**src/design/usbirq_pkg.sv**
```systemverilog
// Shared constants and carrier types of the interrupt force and masked-status block.
// Assumes a 32-bit AXI4-Lite register bus and a link engine on the same clock.
package usbirq_pkg;

  // Bus geometry.
  localparam int ADDR_W = 8;
  localparam int DATA_W = 32;
  localparam int EVT_W = 20;

  // Register byte offsets.
  localparam logic [7:0] OFF_RAW = 8'h8c;
  localparam logic [7:0] OFF_MASK = 8'h90;
  localparam logic [7:0] OFF_FORCE = 8'h94;
  localparam logic [7:0] OFF_MSTAT = 8'h98;

  // Reset values and the set of bits that latch until cleared.
  localparam logic [19:0] EVT_RESET = 20'h00000;
  localparam logic [19:0] STICKY_BITS = 20'h2e00f;
  localparam logic [11:0] UPPER_ZERO = 12'h000;

  // Event bit positions.
  localparam int BIT_REFUSAL = 19;
  localparam int BIT_ABORT = 18;
  localparam int BIT_DEVICE_FRAME_START_EVENT = 17;
  localparam int BIT_SETUP = 16;
  localparam int BIT_DEV_WAKE = 15;
  localparam int BIT_DEV_SLEEP = 14;
  localparam int BIT_DEV_ATTACH = 13;
  localparam int BIT_MIRROR_HI = 12;
  localparam int BIT_MIRROR_LO = 5;
  localparam int BIT_BUFFER = 4;
  localparam int BIT_TRANS = 3;
  localparam int BIT_HOST_SOF = 2;
  localparam int BIT_HOST_WAKE = 1;
  localparam int BIT_HOST_ATTACH = 0;

  // AXI response codes.
  localparam logic [1:0] RESP_OKAY = 2'h0;
  localparam logic [1:0] RESP_SLVERR = 2'h2;

  // Status flags of the link engine that are copied straight through, msb first.
  typedef struct packed {
    logic control_packet_received;
    logic line_reset;
    logic supply_present_flag;
    logic halt_handshake_received;
    logic crc_error;
    logic stuffing_fault_flag;
    logic rx_overflow;
    logic rx_timeout;
    logic toggle_mismatch_flag;
  } usbirq_mirror_type;

  // One-cycle event pulses from the link engine.
  typedef struct packed {
    logic device_frame_start;
    logic device_wake;
    logic transaction_finished;
    logic host_frame_start;
    logic host_remote_wake;
  } usbirq_pulse_type;

  // One-cycle clear pulses from the surrounding register file.
  typedef struct packed {
    logic frame_number_read;
    logic resume_flag_write;
    logic sleep_flag_write;
    logic attach_flag_write;
    logic speed_field_write;
  } usbirq_clear_type;

endpackage : usbirq_pkg

```
**src/design/usbirq_force_status.sv**
```systemverilog
// Interrupt force, mask and masked-status logic of a USB controller, AXI4-Lite slave.
// Assumes all event, level and clear inputs come from logic on aclk.
// Overview of operation
// - Masked status word is raw OR force, ANDed with mask; read-only.
// - Bit 19 is high while any per-endpoint refusal flag is set.
// - Bit 18 is high while any per-endpoint abort-completed flag is set.
// - Device role frame start sets bit 17; frame number read clears it.
// - Host resume sets bit 15; resume flag write clears it.
// - Suspend state change sets bit 14; link_idle_state flag write clears it.
// - Connection state change sets bit 13; connected flag write clears it.
// - Bit 4 is high while any per-endpoint buffer-done flag is set.
// - Transaction finished sets bit 3; writing one to that bit clears it.
// - Host role frame transmit sets bit 2; frame number read clears it.
// - Host role remote wake sets bit 1; resume flag write clears it.
// - Host role speed field change sets bit 0; speed field write clears it.
//
// Decided for this implementation: the AXI4-Lite interface to the registers.
module usbirq_force_status #(
  parameter int NUM_EP_FLAGS = 32
) (
  input wire logic aclk, // Register clock.
  input wire logic aresetn, // Synchronous reset, active low.
  input wire logic awvalid, // Write address valid.
  output logic awready, // Write address ready.
  input wire logic [usbirq_pkg::ADDR_W-1:0] awaddr, // Write byte address.
  input wire logic wvalid, // Write data valid.
  output logic wready, // Write data ready.
  input wire logic [usbirq_pkg::DATA_W-1:0] wdata, // Write data.
  input wire logic [3:0] wstrb, // Write byte strobes.
  output logic bvalid, // Write response valid.
  input wire logic bready, // Write response ready.
  output logic [1:0] bresp, // Write response code.
  input wire logic arvalid, // Read address valid.
  output logic arready, // Read address ready.
  input wire logic [usbirq_pkg::ADDR_W-1:0] araddr, // Read byte address.
  output logic rvalid, // Read data valid.
  input wire logic rready, // Read data ready.
  output logic [usbirq_pkg::DATA_W-1:0] rdata, // Read data.
  output logic [1:0] rresp, // Read response code.
  input wire logic host_mode, // High in host role, low in device role.
  input wire logic [NUM_EP_FLAGS-1:0] per_endpoint_refusal_flags, // Stall or NAK flags.
  input wire logic [NUM_EP_FLAGS-1:0] abort_done_flags, // Abort-completed flags.
  input wire logic [NUM_EP_FLAGS-1:0] buffer_done_flags, // Buffer-done flags.
  input wire usbirq_pkg::usbirq_mirror_type mirror_flags, // Copied status flags.
  input wire usbirq_pkg::usbirq_pulse_type event_pulses, // Event pulses.
  input wire usbirq_pkg::usbirq_clear_type clear_pulses, // Clear pulses.
  input wire logic link_idle_state, // Device suspend state level.
  input wire logic device_attached, // Device connection state level.
  input wire logic [1:0] line_speed, // Detected line speed field.
  output logic irq // Level interrupt to the processor.
);

  // Elaboration check: the flag vectors are sized for at most one 32-bit word.
  if (NUM_EP_FLAGS < 1 || NUM_EP_FLAGS > 32) begin : g_ep_range
    $error("NUM_EP_FLAGS must lie between 1 and 32.");
  end

  // All state of the block.
  typedef struct packed {
    logic [19:0] mask;
    logic [19:0] force_bits;
    logic [19:0] sticky;
    logic prev_sleep;
    logic prev_attach;
    logic [1:0] prev_speed;
    logic aw_have;
    logic [7:0] aw_addr;
    logic w_have;
    logic [31:0] w_data;
    logic [3:0] w_strb;
    logic bvalid;
    logic [1:0] bresp;
    logic rvalid;
    logic [31:0] rdata;
    logic [1:0] rresp;
  } usbirq_state_type;

  usbirq_state_type st_q;
  usbirq_state_type st_d;
  logic [19:0] level_v;
  logic [19:0] raw_v;
  logic [19:0] mstat_v;
  logic [19:0] set_v;
  logic [19:0] clr_v;
  logic [8:0] mirror_bits;
  logic wr_fire;
  logic [7:0] wr_addr;
  logic [31:0] wr_data;
  logic [3:0] wr_strb;
  logic rd_take;

  // Byte-lane merge of a 20-bit register; lanes above bit 19 have nothing to hold.
  function automatic logic [19:0] merge20(input logic [19:0] old, input logic [31:0] data,
                                          input logic [3:0] strb);
    logic [19:0] res;
    res = old;
    if (strb[0]) begin
      res[7:0] = data[7:0];
    end
    if (strb[1]) begin
      res[15:8] = data[15:8];
    end
    if (strb[2]) begin
      res[19:16] = data[19:16];
    end
    return res;
  endfunction : merge20

  // Handshake readies are free while nothing is held and no answer is pending.
  assign awready = !st_q.aw_have && !st_q.bvalid;
  assign wready = !st_q.w_have && !st_q.bvalid;
  assign arready = !st_q.rvalid;
  assign bvalid = st_q.bvalid;
  assign bresp = st_q.bresp;
  assign rvalid = st_q.rvalid;
  assign rdata = st_q.rdata;
  assign rresp = st_q.rresp;

  // Level events follow their sources with no latch, so they fall as soon as
  // software has cleared the last flag behind them.
  assign mirror_bits = mirror_flags;
  always_comb begin
    level_v = usbirq_pkg::EVT_RESET;
    level_v[usbirq_pkg::BIT_REFUSAL] = |per_endpoint_refusal_flags;
    level_v[usbirq_pkg::BIT_ABORT] = |abort_done_flags;
    level_v[usbirq_pkg::BIT_BUFFER] = |buffer_done_flags;
    level_v[usbirq_pkg::BIT_SETUP] = mirror_bits[8];
    level_v[usbirq_pkg::BIT_MIRROR_HI:usbirq_pkg::BIT_MIRROR_LO] = mirror_bits[7:0];
  end

  // Raw, forced and masked views; the interrupt is the OR of the masked view.
  assign raw_v = st_q.sticky | level_v;
  assign mstat_v = (raw_v | st_q.force_bits) & st_q.mask;
  assign irq = |mstat_v;

  // Write request: a held half or the one offered now.
  assign wr_addr = st_q.aw_have ? st_q.aw_addr : awaddr;
  assign wr_data = st_q.w_have ? st_q.w_data : wdata;
  assign wr_strb = st_q.w_have ? st_q.w_strb : wstrb;
  assign wr_fire = (st_q.aw_have || awvalid) && (st_q.w_have || wvalid) && !st_q.bvalid;
  assign rd_take = arvalid && arready;

  // Set sources of the latched event bits; role gating covers bits 17 and 2 to 0 only, bits 15 to 13 set in either role.
  always_comb begin
    set_v = usbirq_pkg::EVT_RESET;
    set_v[usbirq_pkg::BIT_DEVICE_FRAME_START_EVENT] = event_pulses.device_frame_start && !host_mode;
    set_v[usbirq_pkg::BIT_DEV_WAKE] = event_pulses.device_wake;
    set_v[usbirq_pkg::BIT_DEV_SLEEP] = link_idle_state != st_q.prev_sleep;
    set_v[usbirq_pkg::BIT_DEV_ATTACH] = device_attached != st_q.prev_attach;
    set_v[usbirq_pkg::BIT_TRANS] = event_pulses.transaction_finished;
    set_v[usbirq_pkg::BIT_HOST_SOF] = event_pulses.host_frame_start && host_mode;
    set_v[usbirq_pkg::BIT_HOST_WAKE] = event_pulses.host_remote_wake && host_mode;
    set_v[usbirq_pkg::BIT_HOST_ATTACH] = (line_speed != st_q.prev_speed) && host_mode;
  end

  // Clear sources; the write-one clear of bit 3 needs its byte lane enabled.
  always_comb begin
    clr_v = usbirq_pkg::EVT_RESET;
    clr_v[usbirq_pkg::BIT_DEVICE_FRAME_START_EVENT] = clear_pulses.frame_number_read;
    clr_v[usbirq_pkg::BIT_DEV_WAKE] = clear_pulses.resume_flag_write;
    clr_v[usbirq_pkg::BIT_DEV_SLEEP] = clear_pulses.sleep_flag_write;
    clr_v[usbirq_pkg::BIT_DEV_ATTACH] = clear_pulses.attach_flag_write;
    clr_v[usbirq_pkg::BIT_TRANS] = wr_fire && wr_addr == usbirq_pkg::OFF_RAW && wr_strb[0]
                                   && wr_data[usbirq_pkg::BIT_TRANS];
    clr_v[usbirq_pkg::BIT_HOST_SOF] = clear_pulses.frame_number_read;
    clr_v[usbirq_pkg::BIT_HOST_WAKE] = clear_pulses.resume_flag_write;
    clr_v[usbirq_pkg::BIT_HOST_ATTACH] = clear_pulses.speed_field_write;
  end

  // Next state: the set term is ORed after the clear so an event in the clear
  // cycle survives.
  always_comb begin
    st_d = st_q;
    st_d.sticky = ((st_q.sticky & ~clr_v) | set_v) & usbirq_pkg::STICKY_BITS;
    st_d.prev_sleep = link_idle_state;
    st_d.prev_attach = device_attached;
    st_d.prev_speed = line_speed;
    if (st_q.bvalid && bready) begin
      st_d.bvalid = 1'b0;
    end
    if (wr_fire) begin
      st_d.aw_have = 1'b0;
      st_d.w_have = 1'b0;
      st_d.bvalid = 1'b1;
      st_d.bresp = usbirq_pkg::RESP_OKAY;
      case (wr_addr)
        usbirq_pkg::OFF_MASK: begin
          st_d.mask = merge20(st_q.mask, wr_data, wr_strb);
        end
        usbirq_pkg::OFF_FORCE: begin
          st_d.force_bits = merge20(st_q.force_bits, wr_data, wr_strb);
        end
        usbirq_pkg::OFF_RAW: begin
          st_d.bresp = usbirq_pkg::RESP_OKAY;
        end
        usbirq_pkg::OFF_MSTAT: begin
          st_d.bresp = usbirq_pkg::RESP_OKAY;
        end
        default: begin
          st_d.bresp = usbirq_pkg::RESP_SLVERR;
        end
      endcase
    end else begin
      if (awvalid && awready) begin
        st_d.aw_have = 1'b1;
        st_d.aw_addr = awaddr;
      end
      if (wvalid && wready) begin
        st_d.w_have = 1'b1;
        st_d.w_data = wdata;
        st_d.w_strb = wstrb;
      end
    end
    if (st_q.rvalid && rready) begin
      st_d.rvalid = 1'b0;
    end
    if (rd_take) begin
      st_d.rvalid = 1'b1;
      st_d.rresp = usbirq_pkg::RESP_OKAY;
      case (araddr)
        usbirq_pkg::OFF_MASK: begin
          st_d.rdata = {usbirq_pkg::UPPER_ZERO, st_q.mask};
        end
        usbirq_pkg::OFF_FORCE: begin
          st_d.rdata = {usbirq_pkg::UPPER_ZERO, st_q.force_bits};
        end
        usbirq_pkg::OFF_RAW: begin
          st_d.rdata = {usbirq_pkg::UPPER_ZERO, raw_v};
        end
        usbirq_pkg::OFF_MSTAT: begin
          st_d.rdata = {usbirq_pkg::UPPER_ZERO, mstat_v};
        end
        default: begin
          st_d.rdata = {usbirq_pkg::UPPER_ZERO, usbirq_pkg::EVT_RESET};
          st_d.rresp = usbirq_pkg::RESP_SLVERR;
        end
      endcase
    end
  end

  // State register; reset loads constants only.
  always_ff @(posedge aclk) begin
    if (!aresetn) begin
      st_q <= '0;
    end else begin
      st_q <= st_d;
    end
  end
endmodule : usbirq_force_status

```
**config.mk**
```make
export PLATFORM = sky130hd
export DESIGN_NAME = usbirq_force_status
export DESIGN_NICKNAME = d
export VERILOG_FILES = /design/src/design/usbirq_pkg.sv /design/src/design/usbirq_force_status.sv
export SDC_FILE = /design/constraint.sdc
export NUM_CORES = 1
export LEC_CHECK = 0
export BUFFER_PORTS_ARGS = -buffer_cell sky130_fd_sc_hd__buf_4
export CORE_MARGIN = 5
export CORE_UTILIZATION = 53
export DETAILED_ROUTE_END_ITERATION = 6
export HOLD_SLACK_MARGIN = 0.1
export MAX_ROUTING_LAYER = met4
export PLACE_DENSITY = 0.88
export SYNTH_ARGS = -nofsm -noshare
export SYNTH_HDL_FRONTEND = slang
export SYNTH_SLANG_ARGS = --single-unit
```
**constraint.sdc**
```tcl
create_clock -name aclk -period 3.1 [get_ports aclk]
set_clock_uncertainty 0.1 [all_clocks]
set_input_delay 0.155 -clock aclk [delete_from_list [all_inputs] [get_ports aclk]]
set_output_delay 0.155 -clock aclk [all_outputs]
set_load 0.01 [all_outputs]
```
==> impl_results.md <==
- Setup bufs post-CTS: 0
- Synthesis-to-finish area growth: 36.4%
- Fin util: about three quarters
- Final nets: 1051
- Residual DRC count: 0
- Commonest non-fill, non-tap cell in the layout: buf_4
- Pre-antenna DRT Iters: 5
- RSZ-0062 raised after global routing: no
- CTS tree: built
- Worst endpoint required time: between 2 and 3 ns
- Worst min path class: input port to flop
- Period utilization: 95.0%
- Slowest stage delay, CP: 0.56 ns
- Crit Path Class: input port to output pin
- Drt via density: 5.81
- Met3 Use GR: 6.84%
- Register area share after synthesis: slightly below 40%
- Syn avg cell area: 8.53 um2
- Mean routed wirelength per cell: about 19 um
- Dpl hpwl: between 10000 and 15000 um
- Congestion Overflow GR: 0
- Netlist cell types: 55
- Worst path bufs/invs: 3
- Crit path max fanout: 3
- Asr flop ratio synth: 0%
- Final hold violations: 0
- Number of synthesized flops with an enable pin: 0
- Yosys warning count: 0
- Met1 usage: about a third
- Core footprint: 0.0104 mm2
- Setup_tns: 0 ns
- Gr busiest metal: met2
- Worst Hold Margin: 0.201 ns
- Ys flop type: dfxtp_1
- CP delay by family, top: simple AND/OR/NAND/NOR gates
- Starting Density: 54.5%
- Slew @ Worst Pin: 0.866 ns
- Die height: 113 um
- Root Driver: clkbuf_8
- Cell Area, Synth: 0.00565 mm2
- VDD IR max: 240 uV
- Clk slew on worst S/H paths: 0.10 ns
- Arr. time, crit path: 2.69 ns
- Clk buf depth: 2
- Port-buffer cells: 193
- Worst relative slew slack: 42.1%
- PD cells: between 300 and 400 mW/mm2
- Pleak: 3.40 nW
- Finished Cell Area: about 0.0077 mm2
- CP max-delay cell: dlygate4sd3_1
- Worst-skew pair later-pin latency: 0.37 ns
- DRT antenna net count: 0
- Worst hold path depth: 5
- DIE WIDTH: 113 um
- Initial DRC count: 457
- Met2 Use GR: 50.9%
- Final setup viols: 0
- Routed WL: 18900 um
- Inserted Diodes: 0
- CTS sink cnt: 109
- Startpoint Class: input port
- Register bit total from synthesis: 109
- Most frequent cells in the layout: 197 x buf_4, 111 x nand2_1, 109 x dfxtp_1
- # H-tree levels: 3
- Gate Count Post-Synth: about 660
- Vias: 5881
- DP Area: 0.00694 mm2
- Slew Viols, Final: 0
- Antenna violations before repair: 0
- Minimum clock period: 2.95 ns
- First-pass GRT wire length: 29300 um
- R2r worst-path depth: 5
- Cell Chain, Critical Path: dlygate4sd3_1 -> buf_4 -> o21a_1 -> or4_1 -> or4_1 -> nor4b_2 -> nand4_1 -> buf_4
- DIE AREA: approximately 0.013 mm2
- Fraction of layout cells with a size suffix above 1: 28.7%
- CP endpoint kind: output pin
- GRT Overall Usage: between 20 and 30%
- Core Rows: 37
- Vias in the first global route: 5849
- GP Congestion: 0.930
- Max_cap viols: 0
- CP Depth: 8
- Ports: 221
- Pin count of the biggest net entering global routing: 60
- Cts bufs inserted: 9
- Fmax: 339 MHz
- Outcome: complete, no violations
layer usage:
metal,share of wire [%],routed length (um),up-vias
li1,-,-,2740
met1,37,6970,2744
met2,51,9610,339
met3,8.8,1660,58
met4,3.3,625,0
met5,0,0,-
repair_timing:
item / in CTS / in global routing
hold endpoints to repair: 53 / 0
hold buffers: 59 / 0
gates resized for setup: 0 / 0
cells by family (layout without fill, tap and decap cells):
group	count (synthesis)	in the layout	share of synthesized area, %
other cells	1	14	0.0663
flops	109	109	38.6
mux	81	81	15.0
compound gates	145	145	16.8
buf+inv	80	281	7.79
xor+xnor	6	6	0.930
simple gates	241	241	20.9
worst register-to-register path: cells and delay by family (launching register included):
family | cells | cell delay (ns)
flops | 1 | 0.62
mux | 1 | 0.24
simple gates | 4 | 1.48
per-stage QoR:
stage,std cells,worst slack [ns],total power (W)
6_report,1013,0.154,0.00280
5_1_grt,1013,0.0700,0.00291
4_1_cts,1013,0.176,0.00279
3_5_place_dp,938,0.674,0.00196
3_3_place_gp,938,0.704,0.00194
2_1_floorplan,676,0.978,0.00172
synthesized netlist by cell type, drive strengths merged (4+ instances only):
library cell	instances	area (um2)
dfxtp	109	2180
or4	4	30.0
and3	5	31.3
clkbuf	28	105
nand2b	6	37.5
a22oi	9	67.6
mux2	29	327
a22o	13	114
a221oi	6	52.6
mux2i	52	521
and2	7	43.8
nor4	25	156
nand4	9	56.3
nor2b	4	25.0
a2bb2oi	6	52.6
o21ai	37	185
buf	43	302
o21a	9	67.6
a21oi	40	200
nand2	115	442
a32oi	7	61.3
nor2	44	165
inv	8	30.0
nor3	7	40.0
registers in the layout, indices dropped and copies added, names as in the netlist:
name,flops
bvalid,1
st_q,85
rdata,20
rresp,1
rvalid,1
bresp,1
power breakdown:
| part | switching (W) | total (W) | internal (W) |
|---|---|---|---|
| Combinational | 0.000242 | 0.000532 | 0.000290 |
| Sequential | 0.0000329 | 0.00147 | 0.00144 |
| Clock | 0.000495 | 0.000797 | 0.000302 |
cell type report:
| cell class | instances | area, um2 |
|---|---|---|
| fillers | 721 | 2660 |
| inverters | 9 | 33.8 |
| clock buffers | 10 | 128 |
| clock inverters | 6 | 47.5 |
| multi-input cells | 487 | 3080 |
| repair buffers | 256 | 2070 |
| flip-flops and latches | 109 | 2180 |
| well taps | 136 | 170 |
final timing paths:
| kind | from | to | slack (ns) |
|---|---|---|---|
| worst min-delay path | araddr[5] | rdata[19]$_SDFFE_PN0P_ | 0.20 |
| worst max-delay path | mirror_flags[4] | irq | 0.15 |
| worst min register to register | st_q[48]$_SDFFE_PN0P_ | st_q[48]$_SDFFE_PN0P_ | 0.36 |
| worst max register to register | st_q[83]$_SDFFE_PP0P_ | st_q[127]$_SDFFE_PN0P_ | 0.53 |
Power figures use the tool's default switching activity.
